===== src/hdl/rtcf_cfg.svh =====
// Constants for the RTC event status and backup integrity block.
// Behaviour
// - Event status low four bits read zero.
// - Update-ended flag sets on each update completion.
// - Alarm flag sets on each alarm match.
// - Periodic flag sets once per periodic interval.
// - Interrupt flag sets when enabled flag set.
// - Reading event status clears all four flags.
// - Integrity status bits zero to six read zero.
// - Integrity bit seven reports backup source valid.
// - Event status writes change no flag.
// - Transfer inhibit forces update enable to zero.
`ifndef RTCF_CFG_SVH
`define RTCF_CFG_SVH

`define RTCF_ADDR_EVENT   8'h0c
`define RTCF_ADDR_BACKUP  8'h0d

`define RTCF_BIT_IRQ      7
`define RTCF_BIT_PERIODIC 6
`define RTCF_BIT_ALARM    5
`define RTCF_BIT_UPDATE   4
`define RTCF_BIT_VALID    7

`define RTCF_BYTE_ZERO    8'h00
`define RTCF_FLAG_RESET   1'h0
`define RTCF_SYNC_RESET   1'h0

`endif


===== src/hdl/rtcf_pkg.sv =====
// Types shared by the RTC event status block.
package rtcf_pkg;

  // Which status register the latched bus address selects.
  typedef enum logic [1:0] {
    RTCF_SEL_NONE,
    RTCF_SEL_EVENT,
    RTCF_SEL_BACKUP
  } rtcf_sel_type;

  typedef logic [7:0] rtcf_byte_type;

endpackage


===== src/hdl/rtcf_event_status.sv =====
// Event flags, interrupt request and backup integrity status behind the multiplexed bus.
`timescale 1ns/100ps
`default_nettype none
`include "rtcf_cfg.svh"

module rtcf_event_status #(
  parameter int unsigned AD_WIDTH = 8
) (
  input  wire logic                REF_CLK_IN,             // 200 MHz block clock.
  input  wire logic                RST_IN,                 // Asynchronous reset, active high.
  input  wire logic [AD_WIDTH-1:0] AD_IN,                  // Address/data pins, input side.
  output logic      [AD_WIDTH-1:0] AD_OUT,                 // Address/data pins, read data.
  output logic                     AD_OE_OUT,              // High while the block drives the data pins.
  input  wire logic                AS_IN,                  // Address strobe; address taken on its fall.
  input  wire logic                DS_IN,                  // Data strobe; high during data phase.
  input  wire logic                RW_IN,                  // High for read, low for write.
  input  wire logic                CS_N_IN,                // Chip select, active low.
  input  wire logic                BACKUP_VALID_IN,        // Backup source good level, asynchronous.
  input  wire logic                UPDATE_DONE_IN,         // One-cycle pulse at end of update cycle.
  input  wire logic                ALARM_HIT_IN,           // One-cycle pulse on alarm match.
  input  wire logic                PERIODIC_TICK_IN,       // One-cycle pulse per periodic interval.
  input  wire logic                ALARM_IRQ_ENABLE_IN,    // Alarm interrupt enable.
  input  wire logic                PERIODIC_IRQ_ENABLE_IN, // Periodic interrupt enable.
  input  wire logic                UPDATE_IRQ_ENABLE_IN,   // Update-ended interrupt enable as written.
  input  wire logic                TRANSFER_INHIBIT_IN,    // Update transfer inhibit bit.
  output logic                     UPDATE_IRQ_ENABLE_OUT,  // Effective update enable after inhibit.
  output logic                     IRQ_N_OUT               // Interrupt request, active low.
);

  localparam int unsigned SYNC_W = AD_WIDTH + 5;

  generate
    if (AD_WIDTH != 8) begin : g_bad_width
      $error("rtcf_event_status serves an eight-bit bus only");
    end
  endgenerate

  ////////////////////////////////////////////////////////////////////////////
  // Pin synchronisation.

  logic [SYNC_W-1:0]   sync_s;
  logic [AD_WIDTH-1:0] ad_s;
  logic                as_s;
  logic                ds_s;
  logic                rw_s;
  logic                cs_n_s;
  logic                valid_s;

  rtcf_sync2 #(
    .WIDTH (SYNC_W)
  ) u_sync (
    .clk_in (REF_CLK_IN),
    .rst_in (RST_IN),
    .d_in   ({BACKUP_VALID_IN, CS_N_IN, RW_IN, DS_IN, AS_IN, AD_IN}),
    .q_out  (sync_s)
  );

  // All bus pins share one synchroniser delay, so address stays aligned with the strobes.
  always_comb begin
    ad_s    = sync_s[AD_WIDTH-1:0];
    as_s    = sync_s[AD_WIDTH];
    ds_s    = sync_s[AD_WIDTH+1];
    rw_s    = sync_s[AD_WIDTH+2];
    cs_n_s  = sync_s[AD_WIDTH+3];
    valid_s = sync_s[AD_WIDTH+4];
  end

  ////////////////////////////////////////////////////////////////////////////
  // Helpers.

  function automatic rtcf_pkg::rtcf_sel_type decode_sel(input logic [AD_WIDTH-1:0] addr);
    if (addr == `RTCF_ADDR_EVENT) begin
      decode_sel = rtcf_pkg::RTCF_SEL_EVENT;
    end else if (addr == `RTCF_ADDR_BACKUP) begin
      decode_sel = rtcf_pkg::RTCF_SEL_BACKUP;
    end else begin
      decode_sel = rtcf_pkg::RTCF_SEL_NONE;
    end
  endfunction

  ////////////////////////////////////////////////////////////////////////////
  // State.

  logic                  as_prev_q;
  logic                  as_prev_d;
  logic                  ds_prev_q;
  logic                  ds_prev_d;
  rtcf_pkg::rtcf_sel_type sel_q;
  rtcf_pkg::rtcf_sel_type sel_d;
  rtcf_pkg::rtcf_byte_type rd_data_q;
  rtcf_pkg::rtcf_byte_type rd_data_d;
  logic                  drive_q;
  logic                  drive_d;
  logic                  clear_pend_q;
  logic                  clear_pend_d;
  logic                  update_flag_q;
  logic                  update_flag_d;
  logic                  alarm_flag_q;
  logic                  alarm_flag_d;
  logic                  periodic_flag_q;
  logic                  periodic_flag_d;
  logic                  irq_flag_q;
  logic                  irq_flag_d;

  logic                  as_fall;
  logic                  ds_rise;
  logic                  ds_fall;
  logic                  read_cycle;
  logic                  clear_now;
  logic                  update_en_eff;
  rtcf_pkg::rtcf_byte_type event_byte;
  rtcf_pkg::rtcf_byte_type backup_byte;

  ////////////////////////////////////////////////////////////////////////////
  // Next-state logic.

  always_comb begin
    as_fall    = as_prev_q & ~as_s;
    ds_rise    = ~ds_prev_q & ds_s;
    ds_fall    = ds_prev_q & ~ds_s;
    read_cycle = ~cs_n_s & rw_s;

    as_prev_d = as_s;
    ds_prev_d = ds_s;

    update_en_eff = UPDATE_IRQ_ENABLE_IN & ~TRANSFER_INHIBIT_IN;

    event_byte                     = `RTCF_BYTE_ZERO;
    event_byte[`RTCF_BIT_IRQ]      = irq_flag_q;
    event_byte[`RTCF_BIT_PERIODIC] = periodic_flag_q;
    event_byte[`RTCF_BIT_ALARM]    = alarm_flag_q;
    event_byte[`RTCF_BIT_UPDATE]   = update_flag_q;

    backup_byte = `RTCF_BYTE_ZERO;
    backup_byte[`RTCF_BIT_VALID] = valid_s;

    // Address phase: a new address replaces any earlier one.
    sel_d = sel_q;
    if (as_fall && !cs_n_s) begin
      sel_d = decode_sel(ad_s);
    end

    rd_data_d    = rd_data_q;
    drive_d      = drive_q;
    clear_pend_d = clear_pend_q;
    if (ds_rise && read_cycle) begin
      case (sel_q)
        rtcf_pkg::RTCF_SEL_EVENT: begin
          rd_data_d    = event_byte;
          drive_d      = 1'h1;
          clear_pend_d = 1'h1;
        end
        rtcf_pkg::RTCF_SEL_BACKUP: begin
          rd_data_d = backup_byte;
          drive_d   = 1'h1;
        end
        default: begin
          drive_d = 1'h0;
        end
      endcase
    end else if (ds_fall || cs_n_s) begin
      drive_d      = 1'h0;
      clear_pend_d = 1'h0;
    end

    // Clear after data returned.
    // The clear waits for the strobe to fall, so the host has already sampled the byte.
    clear_now = ds_fall & clear_pend_q;

    // An event in the clearing cycle wins over the clear, so none is lost.
    // Update-ended sets flag.
    update_flag_d   = (update_flag_q & ~clear_now) | UPDATE_DONE_IN;
    alarm_flag_d    = (alarm_flag_q & ~clear_now) | ALARM_HIT_IN;
    periodic_flag_d = (periodic_flag_q & ~clear_now) | PERIODIC_TICK_IN;

    irq_flag_d = (irq_flag_q & ~clear_now)
               | (update_flag_d & update_en_eff)
               | (alarm_flag_d & ALARM_IRQ_ENABLE_IN)
               | (periodic_flag_d & PERIODIC_IRQ_ENABLE_IN);
  end

  ////////////////////////////////////////////////////////////////////////////
  // Registers.

  always_ff @(posedge REF_CLK_IN or posedge RST_IN) begin
    if (RST_IN) begin
      // Edge memory starts at the synchroniser's reset level, so no false strobe edge follows reset.
      as_prev_q       <= `RTCF_SYNC_RESET;
      ds_prev_q       <= `RTCF_FLAG_RESET;
      sel_q           <= rtcf_pkg::RTCF_SEL_NONE;
      rd_data_q       <= `RTCF_BYTE_ZERO;
      drive_q         <= `RTCF_FLAG_RESET;
      clear_pend_q    <= `RTCF_FLAG_RESET;
      update_flag_q   <= `RTCF_FLAG_RESET;
      alarm_flag_q    <= `RTCF_FLAG_RESET;
      periodic_flag_q <= `RTCF_FLAG_RESET;
      irq_flag_q      <= `RTCF_FLAG_RESET;
    end else begin
      as_prev_q       <= as_prev_d;
      ds_prev_q       <= ds_prev_d;
      sel_q           <= sel_d;
      rd_data_q       <= rd_data_d;
      drive_q         <= drive_d;
      clear_pend_q    <= clear_pend_d;
      update_flag_q   <= update_flag_d;
      alarm_flag_q    <= alarm_flag_d;
      periodic_flag_q <= periodic_flag_d;
      irq_flag_q      <= irq_flag_d;
    end
  end

  ////////////////////////////////////////////////////////////////////////////
  // Outputs.

  // The data pins are released once the data strobe falls or select goes away, to avoid a bus fight.
  always_comb begin
    AD_OUT                = rd_data_q;
    AD_OE_OUT             = drive_q;
    UPDATE_IRQ_ENABLE_OUT = update_en_eff;
    IRQ_N_OUT = ~irq_flag_q;
  end

endmodule // rtcf_event_status

`default_nettype wire


===== src/hdl/rtcf_sync2.sv =====
// Two-flop synchroniser for a vector of asynchronous pin levels.
`timescale 1ns/100ps
`default_nettype none
`include "rtcf_cfg.svh"

module rtcf_sync2 #(
  parameter int unsigned WIDTH = 1
) (
  input  wire logic             clk_in,  // Block clock.
  input  wire logic             rst_in,  // Asynchronous reset, active high.
  input  wire logic [WIDTH-1:0] d_in,    // Asynchronous levels.
  output logic      [WIDTH-1:0] q_out    // Synchronised levels.
);

  logic [WIDTH-1:0] meta_q;
  logic [WIDTH-1:0] meta_d;
  logic [WIDTH-1:0] q_d;

  generate
    if (WIDTH < 1) begin : g_bad_width
      $error("rtcf_sync2 needs a width of at least one");
    end
  endgenerate

  // The first stage feeds the second stage only.
  always_comb begin
    meta_d = d_in;
    q_d    = meta_q;
  end

  always_ff @(posedge clk_in or posedge rst_in) begin
    if (rst_in) begin
      meta_q <= {WIDTH{`RTCF_SYNC_RESET}};
      q_out  <= {WIDTH{`RTCF_SYNC_RESET}};
    end else begin
      meta_q <= meta_d;
      q_out  <= q_d;
    end
  end

endmodule // rtcf_sync2

`default_nettype wire


===== config.mk =====
export PLATFORM = sky130hd
export DESIGN_NAME = rtcf_event_status
export DESIGN_NICKNAME = d
export VERILOG_FILES = /design/src/hdl/rtcf_pkg.sv /design/src/hdl/rtcf_event_status.sv /design/src/hdl/rtcf_sync2.sv
export VERILOG_INCLUDE_DIRS = /design/src /design/src/hdl
export SDC_FILE = /design/constraint.sdc
export NUM_CORES = 1
export LEC_CHECK = 0
export ABC_AREA = 1
export BUFFER_PORTS_ARGS = -buffer_cell sky130_fd_sc_hd__clkbuf_2
export CAP_MARGIN = 20
export CORE_MARGIN = 3
export CORE_UTILIZATION = 47
export DETAILED_ROUTE_END_ITERATION = 16
export PLACE_DENSITY = 0.73
export SLEW_MARGIN = 20
export SYNTH_ARGS = -nofsm -noshare
export SYNTH_HDL_FRONTEND = slang
export SYNTH_SLANG_ARGS = --single-unit

===== constraint.sdc =====
create_clock -name REF_CLK_IN -period 1.5 [get_ports REF_CLK_IN]
set_input_delay 0.225 -clock REF_CLK_IN [delete_from_list [all_inputs] [get_ports REF_CLK_IN]]
set_output_delay 0.225 -clock REF_CLK_IN [all_outputs]
set_load 0.01 [all_outputs]

==> run metrics, run 1 <==
Die Area 3510 sq um; Starting Density 0.5145; run status finished, final reports clean; drt total wl 1909 um; PwrDens 1157 nW/um^2; cell with the most instances after synthesis dfrtp_1; area occupied by multi-input gates 264.0 sq um; Ant. Diodes 0; Seq cells post-synth 40; total grt overflow 0; Mean Syn Cell Area 12.69 sq um; met1 Use GR 0.1531; Hold-fix buffers, CTS 14; Longest Clk Path Bufs 2; Final setup viols 0; crit path time final 1.176 ns; Comb pwr share 0.053; CTS resizes 0; clk sinks 40; area occupied by registers 1001 sq um; Setup CP Type flop to flop; critical path peak fanout 5; vias in the first global route 808; largest net degree at the start of global routing 41; # rows 18; CTS tree yes; Seq/Total Area, Yosys 0.7512; Mapped Cells 105; switching power 0.0003873 W; Tcrit/Tclk final 0.7841; WL per Instance 10.32 um; switching part of the total power 0.1931; commonest cells in the netlist 40 x dfrtp_1, 23 x nand2_1, 12 x inv_1; filler cell count 179; largest cells by area after synthesis dfrtp_1 75%, nand2_1 6.5%, inv_1 3.4%; skew final 0.005864 ns; CP endpoint kind flop; die width 59.25 um; mapped cell area 1333 sq um; Fin. Hold Viols 0; clock latency at the later pin of the worst-skew pair 0.33 ns; Peak supply drop 0.001027 V; drc violations 0; H-Tree Depth 2; Post-synth EDFFs 0; Syn. warnings 0; most used flip-flop cell after synthesis dfrtp_1; Flop pwr share 0.566; Crit path arrival time 1.41 ns; IO Port Bufs 28; io pins 33; CTS Buf Count 5; Initial DRC Count 13; Critical Path RT 1.73 ns; hold crit path type input pin to flop; hpwl dp 1336 um; internal power 0.001619 W; vias per cell 4.486; M2 GR Usage 0.2168; distinct cell type count after synthesis 19; GRT busiest layer met2; P_leak 0.8940 nW; initial antenna violation count 0; max_cap viols 0; Yosys top cell by area dfrtp_1; clock group share of total power 0.380; post-synth top area share 0.7512; placed cell count 163; RSZ-0062 raised after global routing false; DRT antenna net count 0; via count 830; Post-Layout Cell Count 185; Async SR Flop Fraction 1.000; Die Y-Extent 59.25 um; fmax 850.2 MHz; Final Util 0.6696; share of layout cells above drive strength 1 0.2710; setup_tns 0 ns; post-CTS setup buffer count 0; final slew viol count 0; Root Driver clkbuf_4; Tot GR Track Use 0.1367; Core Area 2590 sq um; CP Launch Type flop; Layout Nets 178; Clock transition at path regs 0.11 ns; first-pass GRT wire length 3374 um; Area Growth Syn to Fin 30.14%; met3 usage 0.05882; First-pass DRT Iterations 4; placer's final routability congestion estimate 0.7104
-- layout by cell type (no fill, tap or decap), types with 2 or more instances in the layout --
cell,count
clkbuf_8,2
dfrtp_1,40
o21ai_0,3
nand3_1,7
nor3b_1,2
clkbuf_2,28
ha_1,2
clkbuf_4,5
inv_1,12
conb_1,4
dlygate4sd3_1,14
nand2_1,23
nor2_1,2
-- critical path, stage by stage (launching register included) --
cell and delay (ns):
dfrtp_1 0.36, inv_1 0.06, ha_1 0.32, nor2_4 0.16, inv_2 0.07, nand2_1 0.06, nand2_1 0.05
-- path summary, 6_finish.rpt --
kind	cells after the start	slack (ns)	start	to
setup / recovery	6	0.32	sel_q[0]$_DFFE_PP0P_	AD_OUT[7]$_DFFE_PP0P_
hold / removal	3	0.09	UPDATE_DONE_IN	update_flag_q$_DFF_PP0_
setup reg to reg	6	0.32	sel_q[0]$_DFFE_PP0P_	AD_OUT[7]$_DFFE_PP0P_
hold reg to reg	0	0.36	u_sync.meta_q[2]$_DFF_PP0_	u_sync.q_out[2]$_DFF_PP0_
max in group asynchronous	4	0.66	RST_IN	u_sync.meta_q[5]$_DFF_PP0_
min in group asynchronous	4	0.52	RST_IN	u_sync.meta_q[11]$_DFF_PP0_
-- power groups by stage --
stage	registers [W]	logic [W]	clock network (W)
floorplan	0.00115	0.0000470	0
global placement	0.00115	0.0000780	0
detailed placement	0.00116	0.0000814	0
CTS	0.00114	0.000109	0.000788
global route	0.00114	0.000124	0.000833
finish	0.00114	0.000107	0.000763
-- state kept, by name, indices dropped and copies added, names as in the netlist --
name	cells
alarm_flag_q	1
sel_q	2
irq_flag_q	1
AD_OUT	4
as_prev_q	1
periodic_flag_q	1
clear_pend_q	1
ds_prev_q	1
AD_OE_OUT	1
u_sync.meta_q	13
u_sync.q_out	13
update_flag_q	1
-- cell families after synthesis --
kind of cell | count (synthesis) | synth area share
flip-flops | 40 | 0.7512
other | 1 | 0.002814
adder cells (fa/ha/maj) | 2 | 0.01878
buffers and inverters | 17 | 0.05915
AO/OA/AOI/OAI | 6 | 0.02629
AND/OR/NAND/NOR | 39 | 0.1418
-- area by class of cell --
class	instances	area share
flip-flops and latches	40	0.5772
repair buffers	43	0.1659
multi-input cells	51	0.1522
clock buffers	7	0.03752
inverters	13	0.02814
well taps	30	0.02165
clock inverters	1	0.01732
-- through the flow --
stage	setup slack [ns]	cell area [sq um]	power [W]	hold slack, ns
2_1_floorplan	0.3574	1344	0.001202	0.2564
3_3_place_gp	0.3631	1499	0.001233	0.3296
3_5_place_dp	0.3266	1499	0.001239	0.3347
4_1_cts	0.3139	1734	0.002034	0.06519
5_1_grt	0.2117	1734	0.002098	0.08478
6_report	0.3238	1734	0.002006	0.08690
-- per-layer routing --
metal / share of wire / routed length (um)
met4: 0.028 / 54
met2: 0.50 / 956
met1: 0.41 / 781
met3: 0.062 / 118
met5: 0 / 0
No activity file was read; power rests on OpenSTA's default activity.
==> run 2, diff against run 1 <==
Clock period 1.5 ns to 1.1 ns, I/O delays scaled along.
==> run 2 against run 1 <==
  * The flow now finishes with violations (setup timing)
  * Sequential power up 36%
  * Die area stayed put
  * Flip-flop and latch count unchanged
  * Wire length grew 12%
  * Non-clock buffer count rose by 8
  * Core utilization is 4.3 points higher
  * Power is 38% higher
  * Critical path type unchanged
  * Largest power group unchanged
==> run metrics, run 2 (synthesized netlist as in run 1, its figures left out) <==
fmax 875.5 MHz (+3.0%); Crit path arrival time 1.38 ns (-0.03 ns); met3 routed wirelength 124 um (+5.1%); metal2 WL 1142 um (+19%); Largest stage delay, worst path 0.42 ns (+0.06 ns); commonest non-fill, non-tap cell in the layout dfrtp_1; placed cell count 166 (+1.8%); # rows 18 (unchanged); initial antenna violation count 0 (unchanged); failing checks setup timing; setup_tns -0.06771 ns (-0.06771 ns); share of layout cells above drive strength 1 0.3497 (+0.07873); clk sinks 40 (unchanged); Tot GR Track Use 0.1500 (+0.01332); Die Area 3510 sq um (unchanged); Layout Nets 186 (+4.5%); Fin. Hold Viols 0 (unchanged); Critical Path RT 1.34 ns (-0.39 ns); Ant. Diodes 0 (unchanged); Die Y-Extent 59.25 um (unchanged); Root Driver clkbuf_4; dpl ws -0.05463 ns (-0.3813 ns); WL per Instance 11.10 um (+7.6%); PwrDens 1497 nW/um^2 (+29%); hold crit path type input pin to flop; total grt overflow 0 (unchanged); Final setup viols 4 (+4); vias in the first global route 911 (+13%); Clock transition at path regs 0.11 ns (about the same); DRT antenna net count 0 (unchanged); CTS tree yes; H-Tree Depth 2 (unchanged); Tcrit/Tclk final 1.038 (+0.2543); largest net degree at the start of global routing 41 (unchanged); drc violations 0 (unchanged); hold slack final 0.03579 ns (-0.05111 ns); Starting Density 0.5145 (unchanged); Longest Clk Path Bufs 2 (unchanged); io pins 33 (unchanged); drt total wl 2142 um (+12%); Area Growth Syn to Fin 38.59%; wire length on met1 837 um (+7.2%); Cell Chain, Critical Path inv_2 > ha_4 > nor2_4 > inv_4 > nand2_1 > nand2_1; die width 59.25 um (unchanged); via count 877 (+5.7%); PnR Total Power 0.002764 W (+38%); most frequent cell on the critical path nand2_1; Post-Layout Cell Count 193 (+4.3%); CP Launch Type flop; P_leak 0.9432 nW (+5.5%); clock latency at the later pin of the worst-skew pair 0.34 ns (about the same); Setup CP Type flop to flop; final slew viol count 0 (unchanged); vias per cell 4.544 (+1.3%); hpwl dp 1413 um (+5.8%); critical path peak fanout 5 (unchanged); top sig layer met4; Initial DRC Count 18 (+5); Peak supply drop 0.001377 V (+34%); slowest CP cell dfrtp_1; crit path time final 1.142 ns (-0.03395 ns); first-pass GRT wire length 3622 um (+7.4%); Core Area 2590 sq um (unchanged); run status finished, violations left; CTS Buf Count 5 (unchanged); skew final 0.001979 ns (-0.003885 ns); First-pass DRT Iterations 4 (unchanged); final worst slack -0.04221 ns (-0.3660 ns); placer's final routability congestion estimate 0.7142 (+0.53%); max_cap viols 0 (unchanged); commonest cells after routing, fill and taps aside 40 x dfrtp_1, 27 x clkbuf_2, 20 x nand2_1; RSZ-0062 raised after global routing true; CP endpoint kind flop; IO Port Bufs 28 (unchanged)
## run 2: cell types whose count changed in the layout (fill, tap and decap cells not counted)
cell | previous run | this run
buf_12 | 0 | 1
inv_4 | 0 | 1
ha_1 | 2 | 1
nand2_1 | 23 | 20
buf_6 | 0 | 1
ha_4 | 0 | 1
nor3b_1 | 2 | 1
inv_2 | 1 | 2
inv_1 | 12 | 10
nand2_2 | 0 | 3
buf_4 | 1 | 8
nor3b_4 | 0 | 1
clkbuf_2 | 28 | 27
## run 2: final cells by class
class | count | area, sq um
sequential | 40 | 1001
tap | 30 | 37.54
clock buffer | 7 | 65.06
multi-input combinational | 51 | 295.3
fill | 191 | 743.2
inverter | 13 | 51.30
timing repair buffer | 51 | 366.6
clock inverter | 1 | 30.03
## run 2: critical path: cells and delay by family, from the launching register on
kind                     cells  cell delay, ns
AND/OR/NAND/NOR              3            0.27
buffers and inverters        2            0.16
adder cells (fa/ha/maj)      1            0.20
flip-flops                   1            0.42
## run 2: per-layer routing
| metal | up-vias | GRT usage |
|---|---|---|
| met1 | 416 | 0.1542 |
| met3 | 4 | 0.07190 |
| met2 | 25 | 0.2371 |
| li1 | 432 | - |
| met4 | 0 | 0.1068 |
| met5 | - | 0 |
## run 2: worst paths after layout
path,startpoint,end,slack (ns),depth (start not counted)
worst max register to register,sel_q[0]$_DFFE_PP0P_,AD_OUT[7]$_DFFE_PP0P_,-0.04,6
worst min-delay path,ALARM_HIT_IN,alarm_flag_q$_DFF_PP0_,0.04,3
min in group asynchronous,RST_IN,u_sync.meta_q[11]$_DFF_PP0_,0.39,4
max in group asynchronous,RST_IN,irq_flag_q$_DFF_PP0_,0.53,4
worst min register to register,u_sync.meta_q[2]$_DFF_PP0_,u_sync.q_out[2]$_DFF_PP0_,0.36,0
worst max-delay path,sel_q[0]$_DFFE_PP0P_,AD_OUT[7]$_DFFE_PP0P_,-0.04,6
## run 2: per-stage QoR
stage / util / cell area, sq um
2_1_floorplan: - / 1344
3_3_place_gp: 0.5923 / 1534
3_5_place_dp: 0.5923 / 1534
4_1_cts: 0.6937 / 1797
5_1_grt: 0.7130 / 1847
6_report: 0.7130 / 1847
## run 2: power by group
part	total, W	switching, W	internal, W
Sequential	0.00155	0.0000248	0.00153
Clock	0.00105	0.000446	0.000603
Combinational	0.000164	0.0000733	0.0000905
## run 2: what timing repair did
item                                   CTS  global route
resized for setup                        2             9
endpoints found under the hold margin   53             0
setup endpoints to repair                5             9
setup buffers                            2             3
hold buffers                            14             0
pin swaps                                5             1
